==> src/pkg/irq_ctrl_pkg.sv <==
`default_nettype none
package irq_ctrl_pkg;
    // register indices (printed offsets are not multiples of four); byte address = 4 * index
    localparam logic [7:0] IDX_POSTED_CLEAR = 8'hda;
    localparam logic [7:0] IDX_SOURCE_MASK  = 8'he0;
    localparam logic [7:0] IDX_SOFT_POST_EN = 8'he1;
    localparam logic [7:0] IDX_VECTOR_CLEAR = 8'he2;
    localparam int         ADDR_W           = 12;
    localparam logic [11:0] ADDR_POSTED_CLEAR = {2'b00, IDX_POSTED_CLEAR, 2'b00};
    localparam logic [11:0] ADDR_SOURCE_MASK  = {2'b00, IDX_SOURCE_MASK, 2'b00};
    localparam logic [11:0] ADDR_SOFT_POST_EN = {2'b00, IDX_SOFT_POST_EN, 2'b00};
    localparam logic [11:0] ADDR_VECTOR_CLEAR = {2'b00, IDX_VECTOR_CLEAR, 2'b00};
    // reset values
    localparam logic [7:0] RST_POSTED       = 8'h00;
    localparam logic [7:0] RST_MASK         = 8'h00;
    localparam logic       RST_SOFT_POST    = 1'b0;
    // field positions
    localparam int         SOFT_POST_BIT    = 0;
    // source bit positions in the posted/mask registers
    localparam int         BIT_SUPPLY  = 0;
    localparam int         BIT_ANALOG  = 1;
    localparam int         BIT_TOUCH   = 2;
    localparam int         BIT_TIMER   = 3;
    localparam int         BIT_PORT    = 4;
    localparam int         BIT_SERIAL  = 5;
    localparam int         BIT_SLEEP   = 6;
    localparam int         BIT_TWOWIRE = 7;
    localparam int         NUM_SRC     = 8;
    // vectors
    localparam logic [7:0] VEC_NONE    = 8'h00;
    localparam logic [7:0] VEC_SUPPLY  = 8'h04;
    localparam logic [7:0] VEC_ANALOG  = 8'h08;
    localparam logic [7:0] VEC_TOUCH   = 8'h0c;
    localparam logic [7:0] VEC_TIMER   = 8'h10;
    localparam logic [7:0] VEC_PORT    = 8'h14;
    localparam logic [7:0] VEC_SERIAL  = 8'h18;
    localparam logic [7:0] VEC_TWOWIRE = 8'h1c;
    localparam logic [7:0] VEC_SLEEP   = 8'h20;
    // axi responses
    localparam logic [1:0] RESP_OKAY   = 2'b00;
    localparam logic [1:0] RESP_SLVERR = 2'b10;
endpackage
`default_nettype wire

==> src/rtl/posted_pending_irq_controller.sv <==
// Contract
// each source sets a sticky posted flag, held until taken or cleared.
// pending equals posted and mask; only pending feeds the encoder.
// clearing a mask bit keeps posted flags and still allows posting.
// encoder gives highest-priority pending vector; taken only with global enable.
// priority order and vectors 04h to 20h, step four, sleep lowest.
// request goes active on event, mask enabling posted flag, or enable rising.
// core finishes current instruction before interrupt entry.
// core entry takes 13 cycles pushing pc high, pc low, flags.
// core clears its flags, including global enable, after pushing.
// core loads pc low byte with vector presented by controller.
// return pops flags, pc low, pc high, restoring global enable.
// remaining pending requests are serviced before the next normal instruction; here the registered request lets one core cycle run after return first.
// latency is instruction remainder plus entry plus 7-cycle long jump.
// handler may re-enable global enable; software guards the stack.
// posted-clear read returns all posted flags.
// soft-post off: written zero clears flag, written one ignored.
// soft-post on: written zero ignored, written one posts the flag.
// posted-clear bit order two-wire, sleep, serial, port, timer, touch, analog, supply.
// software writes zero to reserved bits.
// software should clear a posted flag before enabling its block.
// vector-clear read returns winning vector byte, or 00h when idle.
// any write to vector-clear clears all posted and pending interrupts.
// mask register uses posted-clear bit order and resets to zero.
// soft-post enable is bit 0 at its register, reset zero.
// hardware post and clear in one cycle leave the flag posted.
//
// Chosen here: the AXI4-Lite register port.
`timescale 1ns/1ps
`default_nettype none
module posted_pending_irq_controller #(
    parameter int NSRC = irq_ctrl_pkg::NUM_SRC
) (
    input  wire logic             CLOCK,
    input  wire logic             RST,
    // source condition pulses, same clock domain
    input  wire logic [NSRC-1:0]  SRC_EVENT,
    // core side
    input  wire logic             GLOBAL_IRQ_ENABLE,
    input  wire logic             IRQ_ACK,
    output logic                  IRQ_REQ,
    output logic [7:0]            IRQ_VECTOR,
    // axi4-lite slave
    input  wire logic [11:0]      S_AXI_AWADDR,
    input  wire logic             S_AXI_AWVALID,
    output logic                  S_AXI_AWREADY,
    input  wire logic [31:0]      S_AXI_WDATA,
    input  wire logic [3:0]       S_AXI_WSTRB,
    input  wire logic             S_AXI_WVALID,
    output logic                  S_AXI_WREADY,
    output logic [1:0]            S_AXI_BRESP,
    output logic                  S_AXI_BVALID,
    input  wire logic             S_AXI_BREADY,
    input  wire logic [11:0]      S_AXI_ARADDR,
    input  wire logic             S_AXI_ARVALID,
    output logic                  S_AXI_ARREADY,
    output logic [31:0]           S_AXI_RDATA,
    output logic [1:0]            S_AXI_RRESP,
    output logic                  S_AXI_RVALID,
    input  wire logic             S_AXI_RREADY
);

    logic [NSRC-1:0] posted_r;
    logic [NSRC-1:0] posted_nxt;
    logic [NSRC-1:0] mask_r;
    logic            soft_post_r;
    logic [NSRC-1:0] pending;
    logic [7:0]      win_vec;
    logic [11:0]     aw_addr_r;
    logic            aw_have_r;
    logic [7:0]      w_data_r;
    logic            w_lane0_r;
    logic            w_have_r;
    logic            wr_fire;
    logic [NSRC-1:0] take_clr;

    // vector for a given source bit; bit order is not priority order
    function automatic logic [7:0] vec_of(input int b);
        case (b)
            irq_ctrl_pkg::BIT_SUPPLY:  vec_of = irq_ctrl_pkg::VEC_SUPPLY;
            irq_ctrl_pkg::BIT_ANALOG:  vec_of = irq_ctrl_pkg::VEC_ANALOG;
            irq_ctrl_pkg::BIT_TOUCH:   vec_of = irq_ctrl_pkg::VEC_TOUCH;
            irq_ctrl_pkg::BIT_TIMER:   vec_of = irq_ctrl_pkg::VEC_TIMER;
            irq_ctrl_pkg::BIT_PORT:    vec_of = irq_ctrl_pkg::VEC_PORT;
            irq_ctrl_pkg::BIT_SERIAL:  vec_of = irq_ctrl_pkg::VEC_SERIAL;
            irq_ctrl_pkg::BIT_TWOWIRE: vec_of = irq_ctrl_pkg::VEC_TWOWIRE;
            irq_ctrl_pkg::BIT_SLEEP:   vec_of = irq_ctrl_pkg::VEC_SLEEP;
            default:                   vec_of = irq_ctrl_pkg::VEC_NONE;
        endcase
    endfunction

    // a masked-off flag never reaches the encoder
    assign pending = posted_r & mask_r; // see R2, see R3

    // smallest vector wins; reset vector 00h doubles as "nothing pending"
    always_comb
    begin
        win_vec = irq_ctrl_pkg::VEC_NONE;
        for (int i = 0; i < NSRC; i++)
        begin
            if (pending[i] && (win_vec == irq_ctrl_pkg::VEC_NONE || vec_of(i) < win_vec))
            begin
                win_vec = vec_of(i); // see R4
            end
        end
    end

    // the acknowledge removes the pending source whose vector equals IRQ_VECTOR in the acknowledge cycle
    always_comb
    begin
        take_clr = '0;
        for (int i = 0; i < NSRC; i++)
        begin
            take_clr[i] = IRQ_ACK && pending[i] && (vec_of(i) == IRQ_VECTOR); // see R1
        end
    end

    // a write is committed once both address and data are held
    assign wr_fire = aw_have_r && w_have_r && !S_AXI_BVALID;

    // posted flag next state; hardware post beats every clear in the same cycle
    always_comb
    begin
        posted_nxt = posted_r & ~take_clr;
        if (wr_fire && w_lane0_r && aw_addr_r == irq_ctrl_pkg::ADDR_POSTED_CLEAR)
        begin
            if (soft_post_r)
            begin
                posted_nxt = posted_nxt | w_data_r[NSRC-1:0];
            end
            else
            begin
                posted_nxt = posted_nxt & w_data_r[NSRC-1:0]; // see R16
            end
        end
        if (wr_fire && aw_addr_r == irq_ctrl_pkg::ADDR_VECTOR_CLEAR)
        begin
            posted_nxt = '0;
        end
        posted_nxt = posted_nxt | SRC_EVENT; // see R1, see R3
    end

    // posted flags
    always_ff @(posedge CLOCK or posedge RST)
    begin
        if (RST)
        begin
            posted_r <= irq_ctrl_pkg::RST_POSTED[NSRC-1:0];
        end
        else
        begin
            posted_r <= posted_nxt;
        end
    end

    // mask and soft-post enable, written only through byte lane 0
    always_ff @(posedge CLOCK or posedge RST)
    begin
        if (RST)
        begin
            mask_r      <= irq_ctrl_pkg::RST_MASK[NSRC-1:0];
            soft_post_r <= irq_ctrl_pkg::RST_SOFT_POST;
        end
        else if (wr_fire && w_lane0_r)
        begin
            if (aw_addr_r == irq_ctrl_pkg::ADDR_SOURCE_MASK)
            begin
                mask_r <= w_data_r[NSRC-1:0];
            end
            if (aw_addr_r == irq_ctrl_pkg::ADDR_SOFT_POST_EN)
            begin
                soft_post_r <= w_data_r[irq_ctrl_pkg::SOFT_POST_BIT];
            end
        end
    end

    // request to the core; registered, so a new event shows one cycle after posting.
    // gating by global enable makes a 0->1 enable edge raise the request one cycle later
    always_ff @(posedge CLOCK or posedge RST)
    begin
        if (RST)
        begin
            IRQ_REQ    <= 1'b0;
            IRQ_VECTOR <= irq_ctrl_pkg::VEC_NONE;
        end
        else
        begin
            IRQ_REQ    <= GLOBAL_IRQ_ENABLE && (|pending); // see R4, see R6
            IRQ_VECTOR <= win_vec; // see R10
        end
    end

    // write address channel; held until the response is accepted
    always_ff @(posedge CLOCK or posedge RST)
    begin
        if (RST)
        begin
            aw_have_r     <= 1'b0;
            aw_addr_r     <= '0;
            S_AXI_AWREADY <= 1'b0;
        end
        else
        begin
            S_AXI_AWREADY <= !aw_have_r && !S_AXI_AWREADY;
            if (S_AXI_AWVALID && S_AXI_AWREADY)
            begin
                aw_have_r <= 1'b1;
                aw_addr_r <= S_AXI_AWADDR;
            end
            else if (S_AXI_BVALID && S_AXI_BREADY)
            begin
                aw_have_r <= 1'b0;
            end
        end
    end

    // write data channel; only the low lane carries register bits
    always_ff @(posedge CLOCK or posedge RST)
    begin
        if (RST)
        begin
            w_have_r     <= 1'b0;
            w_data_r     <= '0;
            w_lane0_r    <= 1'b0;
            S_AXI_WREADY <= 1'b0;
        end
        else
        begin
            S_AXI_WREADY <= !w_have_r && !S_AXI_WREADY;
            if (S_AXI_WVALID && S_AXI_WREADY)
            begin
                w_have_r  <= 1'b1;
                w_data_r  <= S_AXI_WDATA[7:0];
                w_lane0_r <= S_AXI_WSTRB[0];
            end
            else if (S_AXI_BVALID && S_AXI_BREADY)
            begin
                w_have_r <= 1'b0;
            end
        end
    end

    // write response; unmapped addresses answer slverr
    always_ff @(posedge CLOCK or posedge RST)
    begin
        if (RST)
        begin
            S_AXI_BVALID <= 1'b0;
            S_AXI_BRESP  <= irq_ctrl_pkg::RESP_OKAY;
        end
        else if (wr_fire)
        begin
            S_AXI_BVALID <= 1'b1;
            case (aw_addr_r)
                irq_ctrl_pkg::ADDR_POSTED_CLEAR,
                irq_ctrl_pkg::ADDR_SOURCE_MASK,
                irq_ctrl_pkg::ADDR_SOFT_POST_EN,
                irq_ctrl_pkg::ADDR_VECTOR_CLEAR: S_AXI_BRESP <= irq_ctrl_pkg::RESP_OKAY;
                default:                         S_AXI_BRESP <= irq_ctrl_pkg::RESP_SLVERR;
            endcase
        end
        else if (S_AXI_BREADY)
        begin
            S_AXI_BVALID <= 1'b0;
        end
    end

    // read channel; arready only while no read data is waiting
    always_ff @(posedge CLOCK or posedge RST)
    begin
        if (RST)
        begin
            S_AXI_ARREADY <= 1'b0;
            S_AXI_RVALID  <= 1'b0;
            S_AXI_RDATA   <= '0;
            S_AXI_RRESP   <= irq_ctrl_pkg::RESP_OKAY;
        end
        else
        begin
            S_AXI_ARREADY <= !S_AXI_RVALID && !S_AXI_ARREADY && !(S_AXI_ARVALID && S_AXI_ARREADY);
            if (S_AXI_ARVALID && S_AXI_ARREADY)
            begin
                S_AXI_RVALID <= 1'b1;
                S_AXI_RRESP  <= irq_ctrl_pkg::RESP_OKAY;
                S_AXI_RDATA  <= '0;
                case (S_AXI_ARADDR)
                    irq_ctrl_pkg::ADDR_POSTED_CLEAR: S_AXI_RDATA[NSRC-1:0] <= posted_r;
                    irq_ctrl_pkg::ADDR_SOURCE_MASK:  S_AXI_RDATA[NSRC-1:0] <= mask_r;
                    irq_ctrl_pkg::ADDR_SOFT_POST_EN: S_AXI_RDATA[0] <= soft_post_r;
                    irq_ctrl_pkg::ADDR_VECTOR_CLEAR: S_AXI_RDATA[7:0] <= win_vec;
                    default:                         S_AXI_RRESP <= irq_ctrl_pkg::RESP_SLVERR;
                endcase
            end
            else if (S_AXI_RREADY)
            begin
                S_AXI_RVALID <= 1'b0;
            end
        end
    end

endmodule
`default_nettype wire

==> config.mk <==
export PLATFORM = sky130hd
export DESIGN_NAME = posted_pending_irq_controller
export DESIGN_NICKNAME = d
export VERILOG_FILES = /design/src/pkg/irq_ctrl_pkg.sv /design/src/rtl/posted_pending_irq_controller.sv
export SDC_FILE = /design/constraint.sdc
export NUM_CORES = 1
export LEC_CHECK = 0
export BUFFER_PORTS_ARGS = -buffer_cell sky130_fd_sc_hd__buf_4
export CORE_MARGIN = 10
export CORE_UTILIZATION = 44
export CTS_CLUSTER_SIZE = 10
export DETAILED_ROUTE_END_ITERATION = 7
export PLACE_DENSITY = 0.74
export REMOVE_ABC_BUFFERS = 1
export SYNTH_ARGS = -nofsm -noshare
export SYNTH_HDL_FRONTEND = slang
export SYNTH_SLANG_ARGS = --single-unit
==> constraint.sdc <==
create_clock -name CLOCK -period 2.23 [get_ports CLOCK]
set_input_delay 0.446 -clock CLOCK [delete_from_list [all_inputs] [get_ports CLOCK]]
set_output_delay 0.446 -clock CLOCK [all_outputs]
set_load 0.005 [all_outputs]
# After elaboration in Yosys (flattened, before gate mapping)

Cells that the tools add are included.

Input port bits: 77
Output and inout bits: 50
Flip-flop bits (word level): 66
Word-level logic and storage cells: 137

Equal/unequal tests: 16
Bitwise logic cells: 6
Reductions and logical operators: 68
Muxes and demuxes: 22
Order comparisons: 7

Operators by type and width:

| operator                                               | number |
|---|---|
| equality test 12 x 10 -> 1 bit (second input constant) | 8 |
| 2-to-1 mux 8 bit                                       | 9 |
| zero test 8 bit                                        | 7 |
| logical AND 1 bit                                      | 37 |
| equality test 5 x 8 -> 1 bit (first input constant)    | 4 |
| < comparator 5 x 8 -> 1 bit (first input constant)     | 4 |
| AND 8 bit                                              | 3 |
| case mux 7 bit (3 select lines)                        | 1 |
| equality test 4 x 8 -> 1 bit (first input constant)    | 2 |
| OR 8 bit                                               | 2 |
| equality test 3 x 8 -> 1 bit (first input constant)    | 1 |
| equality test 6 x 8 -> 1 bit (first input constant)    | 1 |
| zero test 1 bit                                        | 8 |
| < comparator 4 x 8 -> 1 bit (first input constant)     | 1 |
| < comparator 6 x 8 -> 1 bit (first input constant)     | 1 |
| inverter 8 bit                                         | 1 |
| nonzero test 2 bit                                     | 4 |
| OR reduction 4 bit                                     | 2 |
| OR reduction 8 bit                                     | 1 |
| logical OR 1 bit                                       | 7 |
| 2-to-1 mux 1 bit                                       | 7 |
| < comparator 4 x 3 -> 1 bit (first input constant)     | 1 |
| 2-to-1 mux 2 bit                                       | 2 |
| 2-to-1 mux 4 bit                                       | 1 |
| 3 further kinds                                        | 4 |

# Longest topological paths before layout

Word-level depth: 31
Gate-level depth with buffers: 7
Gate-level depth less buffers: 5

# Worst setup path after synthesis

No wires, ideal clock.

Kind: reg2reg
Start point: reg aw_addr_r[10]
End point: reg mask_r[0]
Data arrival time: 2084 ps
Buffers on the path: 1
Path slack: 21 ps
Setup time: 125 ps
Data required time: 2105 ps
Stages on the path, launching flop included: 7
Period minus slack after synthesis: 2209 ps
Cells stage by stage: dfrtp_1 -> or4_4 -> nor3_4 -> nand2b_2 -> or4_4 -> buf_6 -> mux2_4

Word-level cells in the longest chain between the ends: 2

Ends and longest elaborated chain:

| what                           | line                                 | RTL |
|---|---|---|
| start: declaration             | posted_pending_irq_controller.sv:69  | `logic [11:0] aw_addr_r;` |
| start signal: assignment       | posted_pending_irq_controller.sv:199 | `aw_addr_r <= '0;` |
| start signal: assignment       | posted_pending_irq_controller.sv:208 | `aw_addr_r <= S_AXI_AWADDR;` |
| equality test 12 x 10 -> 1 bit | posted_pending_irq_controller.sv:166 | `if (aw_addr_r == irq_ctrl_pkg::ADDR_SOURCE_MASK)` |
| AND reduction 2 bit (no line)  | n/a                                  |  |
| end signal: assignment         | posted_pending_irq_controller.sv:161 | `mask_r <= irq_ctrl_pkg::RST_MASK[NSRC-1:0];` |
| end signal: assignment         | posted_pending_irq_controller.sv:168 | `mask_r <= w_data_r[NSRC-1:0];` |
| end: declaration               | posted_pending_irq_controller.sv:65  | `logic [NSRC-1:0] mask_r;` |

No other way between the ends.
A chain may end at the register's enable or synchronous reset.

# Worst setup path after layout

Start point: reg aw_addr_r[10]
End point: reg mask_r[3]

The elaborated chain is that of the path after synthesis.

==> metrics.md <==
| Metric | Value |
|---|---|
| Cells after Synth | ~290 |
| CP Capture Type | register |
| Remaining DRCs | 0 |
| Top Ports | 127 |
| Vias | 2420 |
| Post-placement cell area | between 0.003 and 0.004 mm2 |
| GP Congestion | between 0.8 and 0.9 |
| Critical path fanouts, max | 8 |
| Design Area, Final | between 0.003 and 0.004 mm2 |
| # Max-Cap Violations | 0 |
| Inserted Diodes | 0 |
| Crit path kind | reg -> reg |
| Initial DRC Count | approximately 130 |
| YS warnings | 0 |
| Setup skew after layout | around 0.0047 ns |
| Average size of a mapped cell | approximately 11 um2 |
| Root Buffer | clkbuf_8 |
| Share of the synthesized area in the top cell type | 0.484 |
| Top cells by count, synth | dfrtp_1 (60), buf_4 (30), nand2_1 (27), mux2_2 (23) |
| Number of buffers created by CTS | 9 |
| Synth area leaders | dfrtp_1 (48%), mux2_2 (8.3%), buf_4 (7.3%) |
| Final ANT Viol Nets | 0 |
| Reg2reg end | mask_r[3] |
| Maximum vdd ir drop | 530 uV |
| #FFs+latches synth | 60 |
| Initial antenna violation count | 0 |
| Worst r2r path cells | 5 |
| Vias/cell | between 5 and 6 |
| Actual slew at the worst max-slew pin | between 0.5 and 0.6 ns |
| Vert. Die Dim | roughly 100 um |
| Hold Fails Final Rpt | 0 |
| Clock buffer depth | 2 |
| Avg WL per Cell | ~16 um |
| Hpwl dp | between 5000 and 6000 um |
| Min-Delay Path Class | in -> async |
| WL final | about 7600 um |
| Final Non-Filler Cells | between 400 and 500 |
| H-tree depth | 3 |
| Setup violators final | 0 |
| Crit share post-route | 0.979 |
| Status | finished, final reports clean |
| Crit path to | mask_r[3] |
| # rows | 30 |
| Post-Syn Area | between 0.003 and 0.004 mm2 |
| Critical path data required time | 2.45 ns |
| Max-slew violations | 0 |
| Power Dens Cells | around 870 mW/mm2 |
| Util after Layout | 0.568 |
| Layout Nets | ~440 |
| Worst R2R Start | aw_addr_r[10] |
| Crit. Startpoint | aw_addr_r[10] |
| Sequential area share after synthesis | 0.484 |
| Dominant synthesized flop cell | dfrtp_1 |
| CTS Sinks | 60 |
| Reg2Reg Setup Slack | about 0.046 ns |
| Crit path DAT | around 2.4 ns |
| Fmax | ~0.46 GHz |
| Type of origin of the critical path | register |
| Total Power | 3.36 mW |
| Most numerous cell in the Yosys netlist | dfrtp_1 |
| PortBufs | slightly below 70 |
| Initial Util | 0.454 |
| Post-synth cell types | between 40 and 50 |
| Async SR Flop Fraction | 1.00 |
| Die width | 104 um |
| GRT overflow | 0 |
| Number of global-route vias before repair | between 2000 and 3000 |
| Drt first pass iters | 4 |
| Post-synth EDFFs | 0 |
| Top cell type by total area after synthesis | dfrtp_1 |
| Global-route wire length before repair | 12900 um |
| Die ar. | 0.0108 mm2 |
| Tot GR Track Use | 0.142 |
| Slew HR | 0.613 |
| Skew-Pair Late Insertion Delay | around 0.34 ns |
| WHS | approximately 0.17 ns |
| Static Leak | 1.84 nW |
| RSZ-0062 raised after global routing | yes |
| Layout cell share with drive strength beyond 1 | 0.353 |
| Core Area | 0.00683 mm2 |
| Minimum clock period | 2.18 ns |
| Synthesis-to-finish area growth | 25.1% |
| Largest net degree at the start of global routing | 35 |
| CTS tree | done |
| Worst-path clk slew | 0.07 ns |
| Placed cells | 450 |
-- critical path, stage by stage, from the launching register on --
cell and delay (ns):
dfrtp_1 0.38, or4_4 0.57, nor3_4 0.16, nand2b_2 0.08, or4_4 0.54, mux2_4 0.34
-- final cells by class --
cell class,instances,area [um2]
Clock buffer,10,138
Clock inverter,6,87.6
Fill cell,622,2950
Inverter,15,56.3
Multi-Input combinational cell,204,1400
Sequential cell,60,1500
Tap cell,96,120
Timing Repair Buffer,76,583
-- logic make-up (layout without fill, tap and decap cells) --
family | Yosys count | after routing | synth area share
DFF | 60 | 60 | 0.484
other | 1 | 30 | 0.00121
and+or+nand+nor | 72 | 72 | 0.126
buffers and inverters | 53 | 107 | 0.103
AOI/OAI and AO/OA | 70 | 70 | 0.161
muxes | 32 | 32 | 0.125
-- report_power, final --
group / internal, mW / total, mW / switching [mW]
registers: 1.35 / 1.57 / 0.224
logic: 0.389 / 0.703 / 0.314
clock network: 0.656 / 1.08 / 0.426
total: 2.40 / 3.36 / 0.963
-- worst min-delay path by stage --
| stage | startpoint | to | slack, ns | cells after the start |
|---|---|---|---|---|
| CTS | RST | S_AXI_AWREADY | 0.18 | 2 |
| finish | RST | S_AXI_AWREADY | 0.17 | 2 |
| global route | RST | S_AXI_WREADY | 0.20 | 2 |
| floorplan | w_have_r | S_AXI_WREADY | 0.43 | 1 |
| detailed placement | S_AXI_AWREADY | S_AXI_AWREADY | 0.44 | 1 |
| global placement | S_AXI_AWREADY | S_AXI_AWREADY | 0.43 | 1 |
-- per-stage QoR --
step	worst slack [ns]	TNS, ns
floorplan	0.0499	0
CTS	0.0524	0
global placement	0.0995	0
global route	-0.0290	-0.172
finish	0.0463	0
detailed placement	0.0737	0
-- cells in the final DEF, fill, tap and decap left out, types with 3 or more instances in the layout --
master      netlist  routed
buf_4            30      75
dfrtp_1          60      60
conb_1            1      30
nand2_1          27      27
mux2_2           23      23
o21ai_0          15      15
inv_1            15      14
nor2_1           10      10
clkbuf_8          0      10
a41oi_1           9       9
nor3_1            8       8
a22o_1            8       8
mux2_4            8       8
a21o_1            7       7
a31oi_1           7       7
a22oi_1           6       6
o31ai_1           6       6
a21oi_1           5       5
and2_1            4       4
nor3b_1           3       3
nor2b_1           3       3
nand4b_1          3       3
or4_4             2       3
clkinvlp_4        0       3
-- repair_timing --
action / 4_1_cts / 5_1_grt
hold buffers: 0 / 0
setup endpoints to repair: 0 / 14
resized for setup: 0 / 1
setup buffers: 0 / 1
-- registers in the layout, indices dropped and copies added, names as in the netlist --
signal and flops:
IRQ_REQ 1, IRQ_VECTOR 4, S_AXI_ARREADY 1, S_AXI_AWREADY 1, S_AXI_BRESP 1, S_AXI_BVALID 1, S_AXI_RDATA 8, S_AXI_RRESP 1
S_AXI_RVALID 1, S_AXI_WREADY 1, aw_addr_r 12, aw_have_r 1, mask_r 8, posted_r 8, soft_post_r 1, w_data_r 8
w_have_r 1, w_lane0_r 1
-- per-layer routing --
| metal | share of wire | GRT usage |
|---|---|---|
| met1 | 0.44 | 0.161 |
| met2 | 0.47 | 0.233 |
| met3 | 0.083 | 0.0682 |
| met4 | 0.0086 | 0.0368 |
| met5 | 0 | 0 |
No activity file was read; power rests on OpenSTA's default activity.
